$ cat src/inc/cmas_pkg.sv
package cmas_pkg;

	// ==========================================================
	// Register map (index = byte address on the plain port)
	localparam logic [3:0] ADDR_CORE_MODE_CONFIG = 4'h0;
	localparam logic [3:0] ADDR_EXC_SP           = 4'h1;
	localparam logic [3:0] ADDR_UNPRIV_SP        = 4'h2;
	localparam logic [3:0] ADDR_SUPER_SP         = 4'h3;
	localparam logic [3:0] ADDR_VECTOR_BASE      = 4'h4;
	localparam logic [3:0] ADDR_STATUS           = 4'h5;

	// ==========================================================
	// Core mode configuration fields
	localparam int             CFG_WIDE_DISPATCH_BIT = 8;
	localparam int             CFG_SHORT_REG_BIT     = 9;
	localparam logic [15:0]    CFG_RESET             = 16'h0000;
	localparam logic [15:0]    CFG_WRITE_MASK        = 16'h0300;

	// ==========================================================
	// Address limits and masks
	localparam logic [31:0] UNPRIV_SP_LIMIT = 32'h00ff_ffff;
	localparam logic [31:0] EXC_SP_MASK     = 32'h00ff_fffe;
	localparam logic [31:0] LOW16_MASK      = 32'h0000_ffff;
	localparam logic [31:0] ABS20_MASK      = 32'h000f_ffff;
	localparam logic [31:0] ABS24_MASK      = 32'h00ff_ffff;
	localparam logic [31:0] DISP14_MASK     = 32'h0000_3fff;
	localparam logic [31:0] DISP20_MASK     = 32'h000f_ffff;
	localparam logic [31:0] ZERO32          = 32'h0000_0000;
	localparam logic [31:0] PUSH_STEP       = 32'h0000_0002;
	localparam int          NARROW_ENTRY_SHIFT = 1;
	localparam int          WIDE_ENTRY_SHIFT   = 2;

	// ==========================================================
	// Address generation modes
	typedef enum logic [2:0] {
		CMAS_AM_NONE,
		CMAS_AM_RELATIVE,
		CMAS_AM_RELATIVE_PAIR,
		CMAS_AM_INDEX_REL,
		CMAS_AM_INDEX_ABS,
		CMAS_AM_ABSOLUTE,
		CMAS_AM_BRANCH
	} cmas_amode_t;

	// Stack operations
	typedef enum logic [2:0] {
		CMAS_SO_NONE,
		CMAS_SO_PUSH,
		CMAS_SO_POP,
		CMAS_SO_POP_AND_RETURN,
		CMAS_SO_EXC_ENTRY,
		CMAS_SO_EXC_RETURN
	} cmas_sop_t;

endpackage : cmas_pkg

$ cat src/hw/cmas_core.sv
// Implementation choices: the address map and strobed register access.
`timescale 1ns/100ps
module cmas_core (
	// Clock and reset
	input  wire logic                     sys_clk,
	input  wire logic                     rst,
	// Register port
	input  wire logic [3:0]               reg_addr,
	input  wire logic [31:0]              reg_wdata,
	input  wire logic                     reg_wr,
	input  wire logic                     reg_rd,
	output logic      [31:0]              reg_rdata,
	// Address generation request
	input  wire logic                     ag_valid,
	input  wire cmas_pkg::cmas_amode_t    ag_mode,
	input  wire logic                     ag_base_sel_b,
	input  wire logic [15:0]              ag_base_lo,
	input  wire logic [15:0]              ag_base_hi,
	input  wire logic [15:0]              ag_base_a,
	input  wire logic [15:0]              ag_base_a_hi,
	input  wire logic [15:0]              ag_base_b,
	input  wire logic [15:0]              ag_base_b_hi,
	input  wire logic [31:0]              ag_disp,
	input  wire logic                     ag_disp_long,
	input  wire logic                     ag_abs_long,
	input  wire logic [23:0]              ag_pc,
	// Address generation answer
	output logic      [31:0]              ag_addr,
	output logic                          ag_done,
	output logic                          ag_illegal,
	// Stack request
	input  wire logic                     st_valid,
	input  wire cmas_pkg::cmas_sop_t      st_op,
	input  wire logic [31:0]              st_size,
	input  wire logic [31:0]              st_jump_target,
	// Stack answer
	output logic      [31:0]              st_addr,
	output logic                          st_done,
	output logic                          st_trap,
	// Exception dispatch lookup
	input  wire logic                     vec_valid,
	input  wire logic [7:0]               vec_number,
	output logic      [31:0]              vec_entry_addr,
	output logic                          vec_entry_wide,
	// Mode and privilege
	input  wire logic                     jump_to_unprivileged,
	input  wire logic                     load_proc_reg_double,
	output logic                          unprivileged_mode_flag,
	output logic                          load_proc_reg_double_blocked,
	output logic                          short_reg_compat,
	output logic                          wide_dispatch_select,
	// Register write merge
	input  wire logic                     wb_valid,
	input  wire logic                     wb_byte,
	input  wire logic [15:0]              wb_old,
	input  wire logic [15:0]              wb_new,
	output logic      [15:0]              wb_result
);

	// ==========================================================
	// Helpers
	function automatic logic [31:0] pair_join(input logic [15:0] lo,
		input logic [15:0] hi);
		pair_join = {hi, lo};
	endfunction : pair_join

	function automatic logic [31:0] base_value(input logic shrt,
		input logic [15:0] lo, input logic [15:0] hi);
		base_value = shrt ? {16'h0000, lo} : {hi, lo};
	endfunction : base_value

	// ==========================================================
	// State
	logic [15:0] core_mode_config;
	logic [31:0] exc_sp;
	logic [31:0] unpriv_sp;
	logic [31:0] super_sp;
	logic [31:0] vector_base;
	logic        unpriv;
	logic        saved_unpriv;

	logic [15:0] next_core_mode_config;
	logic [31:0] next_exc_sp;
	logic [31:0] next_unpriv_sp;
	logic [31:0] next_super_sp;
	logic [31:0] next_vector_base;
	logic        next_unpriv;
	logic        next_saved_unpriv;
	logic [31:0] next_reg_rdata;
	logic [31:0] next_ag_addr;
	logic        next_ag_done;
	logic        next_ag_illegal;
	logic [31:0] next_st_addr;
	logic        next_st_done;
	logic        next_st_trap;
	logic [31:0] next_vec_entry_addr;
	logic [15:0] next_wb_result;
	logic        next_load_proc_reg_double_blocked;
	logic [31:0] next_exc_sp_stack;

	logic        shrt;
	logic        wide;
	logic [31:0] prog_sp;
	logic [31:0] idx_base;

	assign shrt = core_mode_config[cmas_pkg::CFG_SHORT_REG_BIT];
	assign wide = core_mode_config[cmas_pkg::CFG_WIDE_DISPATCH_BIT];
	assign prog_sp = unpriv ? unpriv_sp : super_sp;
	assign idx_base = ag_base_sel_b ?
		base_value(shrt, ag_base_b, ag_base_b_hi) :
		base_value(shrt, ag_base_a, ag_base_a_hi);

	// ==========================================================
	// Register port and configuration
	always_comb begin
		next_core_mode_config = core_mode_config;
		next_exc_sp           = exc_sp;
		next_vector_base      = vector_base;
		next_reg_rdata        = cmas_pkg::ZERO32;
		if (reg_wr) begin
			unique case (reg_addr)
				cmas_pkg::ADDR_CORE_MODE_CONFIG:
					// Cache bits are dropped: no cache here
					next_core_mode_config = reg_wdata[15:0] &
						cmas_pkg::CFG_WRITE_MASK;
				cmas_pkg::ADDR_EXC_SP:
					next_exc_sp = reg_wdata & cmas_pkg::EXC_SP_MASK;
				cmas_pkg::ADDR_VECTOR_BASE:
					next_vector_base = reg_wdata & cmas_pkg::EXC_SP_MASK;
				default: ;
			endcase
		end
		if (reg_rd) begin
			unique case (reg_addr)
				cmas_pkg::ADDR_CORE_MODE_CONFIG:
					next_reg_rdata = {16'h0000, core_mode_config};
				cmas_pkg::ADDR_EXC_SP:
					next_reg_rdata = exc_sp & cmas_pkg::EXC_SP_MASK;
				cmas_pkg::ADDR_UNPRIV_SP:   next_reg_rdata = unpriv_sp;
				cmas_pkg::ADDR_SUPER_SP:    next_reg_rdata = super_sp;
				cmas_pkg::ADDR_VECTOR_BASE: next_reg_rdata = vector_base;
				cmas_pkg::ADDR_STATUS:
					next_reg_rdata = {31'h0000_0000, unpriv};
				default: next_reg_rdata = cmas_pkg::ZERO32;
			endcase
		end
	end

	// ==========================================================
	// Address generation
	always_comb begin
		next_ag_addr    = ag_addr;
		next_ag_done    = 1'b0;
		next_ag_illegal = 1'b0;
		if (ag_valid) begin
			next_ag_done = 1'b1;
			// Base operands are only read here, never written back
			unique case (ag_mode)
				cmas_pkg::CMAS_AM_BRANCH:
					next_ag_addr = {8'h00, ag_pc} + ag_disp;
				cmas_pkg::CMAS_AM_RELATIVE:
					next_ag_addr = {16'h0000, ag_base_lo} + ag_disp;
				cmas_pkg::CMAS_AM_RELATIVE_PAIR: begin
					if (shrt)
						// Short mode: 0/14-bit offsets replace index
						next_ag_addr = pair_join(ag_base_lo, ag_base_hi) +
							(ag_disp & cmas_pkg::DISP14_MASK);
					else
						next_ag_addr = pair_join(ag_base_lo, ag_base_hi) +
							ag_disp;
				end
				cmas_pkg::CMAS_AM_INDEX_REL: begin
					if (shrt)
						next_ag_illegal = 1'b1;
					else
						next_ag_addr = idx_base +
							pair_join(ag_base_lo, ag_base_hi) +
							(ag_disp & (ag_disp_long ?
							cmas_pkg::DISP20_MASK :
							cmas_pkg::DISP14_MASK));
				end
				cmas_pkg::CMAS_AM_INDEX_ABS: begin
					if (shrt)
						next_ag_illegal = 1'b1;
					else
						next_ag_addr = idx_base +
							(ag_disp & cmas_pkg::ABS20_MASK);
				end
				cmas_pkg::CMAS_AM_ABSOLUTE:
					next_ag_addr = ag_disp & (ag_abs_long ?
						cmas_pkg::ABS24_MASK :
						cmas_pkg::ABS20_MASK);
				default: next_ag_done = 1'b0;
			endcase
		end
	end

	// ==========================================================
	// Stacks and privilege
	always_comb begin
		next_unpriv_sp    = unpriv_sp;
		next_super_sp     = super_sp;
		next_unpriv       = unpriv;
		next_saved_unpriv = saved_unpriv;
		next_st_addr      = st_addr;
		next_st_done      = 1'b0;
		next_st_trap      = 1'b0;
		next_load_proc_reg_double_blocked = load_proc_reg_double & unpriv;
		if (reg_wr && reg_addr == cmas_pkg::ADDR_UNPRIV_SP)
			next_unpriv_sp = reg_wdata;
		if (reg_wr && reg_addr == cmas_pkg::ADDR_SUPER_SP)
			next_super_sp = reg_wdata;
		if (st_valid) begin
			next_st_done = 1'b1;
			unique case (st_op)
				cmas_pkg::CMAS_SO_PUSH: begin
					if (unpriv && unpriv_sp > cmas_pkg::UNPRIV_SP_LIMIT)
						next_st_trap = 1'b1;
					else begin
						next_st_addr = prog_sp - st_size;
						if (unpriv) next_unpriv_sp = next_st_addr;
						else        next_super_sp  = next_st_addr;
					end
				end
				cmas_pkg::CMAS_SO_POP,
				cmas_pkg::CMAS_SO_POP_AND_RETURN: begin
					if (unpriv && unpriv_sp > cmas_pkg::UNPRIV_SP_LIMIT)
						next_st_trap = 1'b1;
					else begin
						next_st_addr = prog_sp;
						if (unpriv) next_unpriv_sp = prog_sp + st_size;
						else        next_super_sp  = prog_sp + st_size;
					end
				end
				cmas_pkg::CMAS_SO_EXC_ENTRY: begin
					next_st_addr      = (exc_sp - st_size) &
						cmas_pkg::EXC_SP_MASK;
					next_saved_unpriv = unpriv;
					next_unpriv       = 1'b0;
				end
				cmas_pkg::CMAS_SO_EXC_RETURN: begin
					next_st_addr = exc_sp;
					next_unpriv  = saved_unpriv;
				end
				default: next_st_done = 1'b0;
			endcase
		end
		if (jump_to_unprivileged && !(st_valid &&
			st_op == cmas_pkg::CMAS_SO_EXC_ENTRY))
			next_unpriv = 1'b1;
	end

	// Exception pointer follows entry/return so nested entries stack
	always_comb begin
		next_exc_sp_stack = next_exc_sp;
		if (st_valid && st_op == cmas_pkg::CMAS_SO_EXC_ENTRY)
			next_exc_sp_stack = (exc_sp - st_size) &
				cmas_pkg::EXC_SP_MASK;
		else if (st_valid && st_op == cmas_pkg::CMAS_SO_EXC_RETURN)
			next_exc_sp_stack = (exc_sp + st_size) &
				cmas_pkg::EXC_SP_MASK;
	end

	// ==========================================================
	// Dispatch lookup and byte merge
	always_comb begin
		next_vec_entry_addr = vec_entry_addr;
		if (vec_valid)
			next_vec_entry_addr = vector_base + (wide ?
				({24'h000000, vec_number} << cmas_pkg::WIDE_ENTRY_SHIFT) :
				({24'h000000, vec_number} << cmas_pkg::NARROW_ENTRY_SHIFT));
		next_wb_result = wb_result;
		if (wb_valid)
			next_wb_result = wb_byte ? {wb_old[15:8], wb_new[7:0]}
				: wb_new;
	end

	// ==========================================================
	// Registers: configuration, exception pointer, read port
	always_ff @(posedge sys_clk or posedge rst) begin
		if (rst) begin
			core_mode_config       <= cmas_pkg::CFG_RESET;
			exc_sp                 <= cmas_pkg::ZERO32;
			vector_base            <= cmas_pkg::ZERO32;
			reg_rdata              <= cmas_pkg::ZERO32;
			short_reg_compat       <= 1'b0;
			wide_dispatch_select   <= 1'b0;
		end else begin
			core_mode_config       <= next_core_mode_config;
			exc_sp                 <= next_exc_sp_stack;
			vector_base            <= next_vector_base;
			reg_rdata              <= next_reg_rdata;
			// Mode outputs follow the new value so they track writes
			short_reg_compat       <= next_core_mode_config[
				cmas_pkg::CFG_SHORT_REG_BIT];
			wide_dispatch_select   <= next_core_mode_config[
				cmas_pkg::CFG_WIDE_DISPATCH_BIT];
		end
	end

	// ==========================================================
	// Registers: address generation
	always_ff @(posedge sys_clk or posedge rst) begin
		if (rst) begin
			ag_addr                <= cmas_pkg::ZERO32;
			ag_done                <= 1'b0;
			ag_illegal             <= 1'b0;
		end else begin
			ag_addr                <= next_ag_addr;
			ag_done                <= next_ag_done;
			ag_illegal             <= next_ag_illegal;
		end
	end

	// ==========================================================
	// Registers: program stacks and privilege
	always_ff @(posedge sys_clk or posedge rst) begin
		if (rst) begin
			unpriv_sp              <= cmas_pkg::ZERO32;
			super_sp               <= cmas_pkg::ZERO32;
			unpriv                 <= 1'b0;
			saved_unpriv           <= 1'b0;
			st_addr                <= cmas_pkg::ZERO32;
			st_done                <= 1'b0;
			st_trap                <= 1'b0;
			unprivileged_mode_flag <= 1'b0;
			load_proc_reg_double_blocked           <= 1'b0;
		end else begin
			unpriv_sp              <= next_unpriv_sp;
			super_sp               <= next_super_sp;
			unpriv                 <= next_unpriv;
			saved_unpriv           <= next_saved_unpriv;
			st_addr                <= next_st_addr;
			st_done                <= next_st_done;
			st_trap                <= next_st_trap;
			unprivileged_mode_flag <= next_unpriv;
			load_proc_reg_double_blocked           <= next_load_proc_reg_double_blocked;
		end
	end

	// ==========================================================
	// Registers: dispatch lookup and byte merge
	always_ff @(posedge sys_clk or posedge rst) begin
		if (rst) begin
			vec_entry_addr         <= cmas_pkg::ZERO32;
			vec_entry_wide         <= 1'b0;
			wb_result              <= 16'h0000;
		end else begin
			vec_entry_addr         <= next_vec_entry_addr;
			vec_entry_wide         <= next_core_mode_config[
				cmas_pkg::CFG_WIDE_DISPATCH_BIT];
			wb_result              <= next_wb_result;
		end
	end

endmodule : cmas_core

$ cat config.mk
export PLATFORM = sky130hd
export DESIGN_NAME = cmas_core
export DESIGN_NICKNAME = d
export VERILOG_FILES = /design/src/inc/cmas_pkg.sv /design/src/hw/cmas_core.sv
export SDC_FILE = /design/constraint.sdc
export NUM_CORES = 1
export LEC_CHECK = 0
export CAP_MARGIN = 5
export CORE_MARGIN = 2
export CORE_UTILIZATION = 40
export DETAILED_ROUTE_END_ITERATION = 10
export DONT_BUFFER_PORTS = 1
export HOLD_SLACK_MARGIN = 0.12
export PLACE_DENSITY = 0.53
export SLEW_MARGIN = 10
export SYNTH_ARGS = -nofsm -noshare
export SYNTH_HDL_FRONTEND = slang
export SYNTH_SLANG_ARGS = --single-unit
$ cat constraint.sdc
create_clock -name sys_clk -period 11 [get_ports sys_clk]
set_clock_uncertainty 0.05 [all_clocks]
set_input_delay 1.65 -clock sys_clk [delete_from_list [all_inputs] [get_ports sys_clk]]
set_output_delay 1.65 -clock sys_clk [all_outputs]
set_load 0.03 [all_outputs]
==> out/results.txt, run 1 <==
Gate power share - 0.490
1st-iter DRT viols - 2041
Layout area overhead - 7.12%
Tcrit/Tclk final - 0.493
Critical R2R Capture - super_sp[29]$_DFF_PP0_
TNS Setup - 0 ns
P_sw - 2.73 mW
Root Driver - clkbuf_16
WHS Endpoint - saved_unpriv$_DFFE_PP0P_
number of antenna violations at the first check in global routing - 1
CTS buffer count - 35
Worst Slack Setup Final - 5.58 ns
cts repair resizes - 0
worst-path maximum fanout - 24
Startpoint Class - primary input
core box area - 0.0645 mm²
fraction of registers with async set/reset - 1.00
hold_sp - saved_unpriv$_DFFE_PP0P_
RR Startpoint - unpriv$_DFFE_PP0P_
Die Y-Extent - 260 µm
Routed Wire Length - 101 mm
Nets - 3597
I/O pin count - 465
leak pwr - 12.3 nW
CP peak stage delay - 0.46 ns
vias in the first global route - 24100
Final ANT Viol Nets - 0
Final Slew Violations - 0
sw frac - 0.469
Synth Instances - 3118
Clock Path Buffers - 3
RSZ-0062 raised after global routing - false
critical-path cell list - nor3b_2 -> buf_4 -> mux2_2 -> ha_1 -> fa_1 -> a211oi_1 -> o21bai_1 -> a221o_1 -> a311o_1 -> a21oi_1 -> a21oi_1 -> xnor2_1 -> o22ai_1 -> a211oi_1 -> a21oi_1
later-pin clock latency in the skew report - 0.56 ns
Worst R2R Path Depth - 13
DR pass1 iterations - 8
die width - 260 µm
die area - 0.0674 mm²
warnings from Yosys - 0
ys flop type - dfrtp_1
CTS tree - built
Internal Power - 3.10 mW
DR vias - 24500
Synth cell types - 94
Clock Power Share - 0.215
Max Cap Viol - 0
Initial Util - 0.405
crit end category - flip-flop
final std cells w/o fill - 3899
H-tree depth - 2
CTS sink count - 255
final hold violations - 0
hold depth - 2
largest net degree at the start of global routing - 76
hold-fix buffer count after cts - 0
Seq cells post-synth - 255
Post-CTS Setup Bufs - 0
number of diodes - 0
Max stage delay cell, worst path - fa_1
placed insts - 3837
critical path class - in -> reg
DRC - 0
Slew headroom - 0.224
fmax - 184 MHz
Worst path most repeated cell - a21oi_1
pwr/cell area - 208 mW/mm²
final number of setup-violating endpoints - 0
CP arrival - 5.78 ns
min-delay worst type - reg -> reg
Seq pwr share - 0.295
Setup WS pre-CTS - 5.06 ns
row count - 93
outcome - completed
clk slew on worst S/H paths - 0.06 ns
first-pass GRT wire length - 151 mm
Worst-Margin Slew - 1.16 ns
Yosys top cell by area - dfrtp_1
cell area after synthesis - 0.0261 mm²
layout cells sized above 1 - 0.0838
port bufs - 0
min cycle time layout - 5.42 ns
Max VDD drop - 0.122 mV
synthesized area per cell - 8.38 µm²
post-synth top area share - 0.244
hpwl dp - 78.4 mm
register area share after synthesis - 0.244
flop-to-flop setup slack - 6.09 ns
Worst Path Required - 11.36 ns
Vias/cell - 6.29
main area contributors after synthesis - dfrtp_1 24%, ha_1 11%, a21oi_1 5.7%, mux2_2 4.7%, xnor2_1 4.1%
RePlAce Congestion - 0.931
total gr overflow - 0
Post-synth EDFFs - 0
total track usage - 0.289
Avg WL per Cell - 25.8 µm
## worst max path at each step
stage / start / to / slack, ns / cells past startpoint
floorplan: rst / ag_addr[0]$_DFFE_PP0P_ / 2.29 / 1
detailed placement: ag_mode[2] / ag_addr[22]$_DFFE_PP0P_ / 5.06 / 15
global placement: ag_mode[2] / ag_addr[24]$_DFFE_PP0P_ / 5.03 / 15
global route: ag_mode[2] / ag_addr[24]$_DFFE_PP0P_ / 5.37 / 15
CTS: ag_mode[2] / ag_addr[24]$_DFFE_PP0P_ / 5.63 / 15
finish: ag_mode[2] / ag_addr[24]$_DFFE_PP0P_ / 5.58 / 15
## cells in the mapped netlist (38+ instances only)
master and number:
a21oi_1 296, nor2_1 265, dfrtp_1 255, ha_1 237, nand2_1 197, o21ai_0 171
inv_1 143, clkbuf_1 140, xnor2_1 122, mux2_2 110, mux2i_1 97, a22oi_1 80
o22ai_1 73, a21o_1 69, xor2_1 66, nor2b_1 62, nand3_1 54, a31oi_1 47
a221oi_1 38
## power by group through the flow
stage / Sequential, mW / Clock, mW / Combinational, mW
final: 1.72 / 1.25 / 2.86
after global routing: 1.75 / 1.31 / 3.13
after CTS: 1.72 / 1.28 / 2.81
after detailed placement: 1.73 / 0 / 2.78
after global placement: 1.72 / 0 / 2.76
after floorplan: 1.61 / 0 / 2.19
## cell families (layout without fill, tap and decap cells)
group / after synthesis / count (layout) / synth area share
AOI/OAI and AO/OA: 1085 / 1085 / 0.277
xor gates and xnor gates: 188 / 188 / 0.0630
adders and majority gates: 266 / 266 / 0.136
buffers and inverters: 327 / 246 / 0.0523
DFF: 255 / 255 / 0.244
muxes: 207 / 207 / 0.0846
other: 1 / 8 / 0.000144
and+or+nand+nor: 789 / 789 / 0.143
## metal layers
metal | global-route usage | vias to the layer above | wire, µm
li1 | - | 11400 | -
met2 | 0.486 | 1003 | 47300
met1 | 0.376 | 12000 | 42100
met3 | 0.0627 | 139 | 8630
met5 | 0 | - | 13
met4 | 0.0761 | 2 | 2590
## area by class of cell
| class | instances | area (µm²) |
|---|---|---|
| clock buffers | 48 | 1020 |
| well taps | 855 | 1070 |
| repair buffers | 39 | 293 |
| clock inverters | 14 | 203 |
| multi-input cells | 2543 | 18500 |
| flip-flops and latches | 255 | 6380 |
| fillers | 6453 | 36500 |
| inverters | 145 | 552 |
## sequential cells by signal (all words and copies together), names as in the netlist
signal	flops
ag_addr	32
ag_done	1
ag_illegal	1
core_mode_config	2
exc_sp	23
load_proc_reg_double_blocked	1
reg_rdata	32
saved_unpriv	1
st_addr	32
st_done	1
st_trap	1
super_sp	32
unpriv	1
unpriv_sp	32
vec_entry_addr	24
vector_base	23
wb_result	16
## critical path: cells and delay by family
kind / cells / cell delay [ns]
compound gates: 9 / 2.36
fa+ha+maj: 2 / 0.67
xor+xnor: 1 / 0.23
mux: 1 / 0.39
buf+inv: 1 / 0.33
simple gates: 1 / 0.15
## placed cells by master, fill, tap and decap left out, drive strengths merged, types with 97 or more instances in the layout
| cell type | instances |
|---|---|
| inv | 144 |
| dfrtp | 255 |
| o21ai | 180 |
| nand2 | 198 |
| xnor2 | 122 |
| nor2 | 265 |
| mux2i | 97 |
| ha | 237 |
| mux2 | 110 |
| a21oi | 297 |
## per-stage QoR
step                power, mW  utilization  hold WS [ns]  instance area [µm²]
global route             6.20        0.434         0.457                28000
finish                   5.83        0.434         0.426                28000
detailed placement       4.52        0.415         0.414                26800
CTS                      5.81        0.434         0.428                28000
floorplan                3.80            -         0.396                26200
global placement         4.48        0.415         0.412                26800
(Power assumes the default switching activity.)
==> run 2: changes to the inputs <==
- PLACE_DENSITY: 0.53 -> 0.55
- clock period: 11 -> 4.9 ns (I/O delays scaled with it)
==> run 2 against run 1 <==
Sequential power increased by 130%. Routed wire length decreased by 0.57%. Largest cell class unchanged. Hold slack got worse by 0.21 ns. Via count increased by 0.15%. Worst setup slack got worse by 5.2 ns. First-iteration DRC count increased by 10%. Clock-buffer cell count decreased by 1. Register-to-register slack got worse by 5.7 ns.
==> out/results.txt, run 2 (same netlist as run 1, synthesis figures left out) <==
Clock Path Buffers - 3 (unchanged)
DRC - 0 (unchanged)
worst-path maximum fanout - 41 (+71%)
Setup WS pre-CTS - 0.127 ns (-4.94 ns)
number of antenna violations at the first check in global routing - 0 (-1)
die width - 260 µm (unchanged)
RePlAce Congestion - 0.960 (+3.2%)
DR pass1 iterations - 6 (-2)
later-pin clock latency in the skew report - 0.56 ns (about the same)
Layout area overhead - 7.29%
total track usage - 0.286 (-0.00313)
CP arrival - 4.96 ns (-0.82 ns)
most frequent cells in the layout - 296 x a21oi_1, 262 x nor2_1, 253 x dfrtp_1, 236 x ha_1, 195 x nand2_1
Internal Power - 6.84 mW (+120%)
pwr/cell area - 462 mW/mm² (+120%)
CP peak stage delay - 0.55 ns (+0.09 ns)
Post-CTS Setup Bufs - 0 (unchanged)
final hold violations - 0 (unchanged)
Die Y-Extent - 260 µm (unchanged)
final core utilization - 0.435 (+0.000699)
port bufs - 0 (unchanged)
DR vias - 24600 (+0.15%)
Final Slew Violations - 0 (unchanged)
TNS Setup - 0 ns (unchanged)
largest net degree at the start of global routing - 133 (+75%)
layout cells sized above 1 - 0.0858 (+0.00199)
clk slew on worst S/H paths - 0.06 ns (about the same)
Routed Wire Length - 100 mm (-0.57%)
Worst-Margin Slew - 1.18 ns (+0.0116 ns)
H-tree depth - 2 (unchanged)
crit end category - flip-flop
sw frac - 0.471 (+0.00239)
vias in the first global route - 23900 (-0.73%)
core box area - 0.0645 mm² (unchanged)
Max VDD drop - 0.249 mV (+100%)
Max stage delay cell, worst path - o41ai_2
fmax - 221 MHz
Startpoint Class - flip-flop
critical-path cell list - buf_12 -> mux2i_1 -> inv_1 -> ha_1 -> nand2b_1 -> a221oi_1 -> o221a_2 -> o41ai_2 -> a21oi_1 -> a211oi_2 -> o21bai_1 -> a2111oi_0 -> a211o_1 -> o2bb2ai_1
total gr overflow - 0 (unchanged)
critical path class - reg -> reg
Nets - 3611 (+0.39%)
CTS buffer count - 35 (unchanged)
P_sw - 6.10 mW (+120%)
Initial Util - 0.405 (unchanged)
Tcrit/Tclk final - 0.925
Root Driver - clkbuf_16
crit-path leading delay family - compound AO/OA/AOI/OAI gates
RSZ-0062 raised after global routing - false
I/O pin count - 465 (unchanged)
CTS sink count - 255 (unchanged)
die area - 0.0674 mm² (unchanged)
Max Cap Viol - 0 (unchanged)
min-delay worst type - in -> reg
# fillers - 6410 (-0.67%)
Gate power share - 0.497 (+0.007)
final number of setup-violating endpoints - 0 (unchanged)
Worst Path Required - 5.33 ns (-6.03 ns)
Buf/Inv on CP - 2 (+1)
Vias/cell - 6.28 (-0.13%)
CTS tree - built
Slew headroom - 0.214 (-0.00964)
Seq pwr share - 0.300 (+0.005)
Clock Power Share - 0.203 (-0.012)
Final ANT Viol Nets - 0 (unchanged)
Cell Area, Placed - 0.0269 mm² (+0.50%)
Avg WL per Cell - 25.6 µm (-0.85%)
number of diodes - 0 (unchanged)
hpwl dp - 78.6 mm (+0.27%)
first-pass GRT wire length - 149 mm (-1.1%)
leak pwr - 12.3 nW (+0.18%)
outcome - completed
min cycle time layout - 4.53 ns
Worst Slack Setup Final - 0.369 ns (-5.21 ns)
row count - 93 (unchanged)
total power - 12.9 mW (+120%)
1st-iter DRT viols - 2249 (+10%)
post-route cell area - 0.0280 mm² (+0.16%)
commonest non-fill, non-tap cell in the layout - a21oi_1
[run 2: power groups by stage]
stage,logic (mW),clock network [mW],registers (mW)
6_report,6.44,2.63,3.88
5_1_grt,7.08,2.75,3.95
4_1_cts,6.33,2.68,3.86
3_5_place_dp,6.29,0,3.90
3_3_place_gp,6.20,0,3.86
2_1_floorplan,4.92,0,3.61
[run 2: what timing repair did]
| item | 4_1_cts | 5_1_grt |
|---|---|---|
| hold buffers | 1 | 0 |
| resized for setup | 0 | 0 |
| endpoints found under the hold margin | 20 | 0 |
[run 2: stage by stage]
stage | std cells | hold WS, ns
after floorplan | 3125 | 0.396
final | 3910 | 0.219
after detailed placement | 3850 | 0.419
after CTS | 3910 | 0.181
after global placement | 3850 | 0.408
after global routing | 3910 | 0.200
[run 2: final timing paths]
check,from,end,slack (ns),cells after the start
worst max-delay path,unpriv$_DFFE_PP0P_,unpriv_sp[29]$_DFF_PP0_,0.37,14
worst min-delay path,wb_valid,wb_result[11]$_DFFE_PP0P_,0.22,1
worst max register to register,unpriv$_DFFE_PP0P_,unpriv_sp[29]$_DFF_PP0_,0.37,14
worst min register to register,saved_unpriv$_DFFE_PP0P_,saved_unpriv$_DFFE_PP0P_,0.46,2
max in group asynchronous,rst,vec_entry_addr[1]$_DFFE_PP0P_,2.92,3
min in group asynchronous,rst,unpriv_sp[27]$_DFF_PP0_,0.70,2
[run 2: cell type report]
class                      count  area, µm²  area share
clock inverter                12        180     0.00643
sequential                   255       6380       0.228
clock buffer                  47        941      0.0336
multi-input combinational   2543      18500       0.659
timing repair buffer          53        438      0.0156
tap                          855       1070      0.0382
inverter                     145        548      0.0196
[run 2: metal layers]
layer,GRT usage,vias to the layer above,share of wire
met5,0,-,0
met4,0.0797,0,0.028
met3,0.0743,145,0.095
met2,0.481,1080,0.47
met1,0.362,12000,0.41
li1,-,11400,-
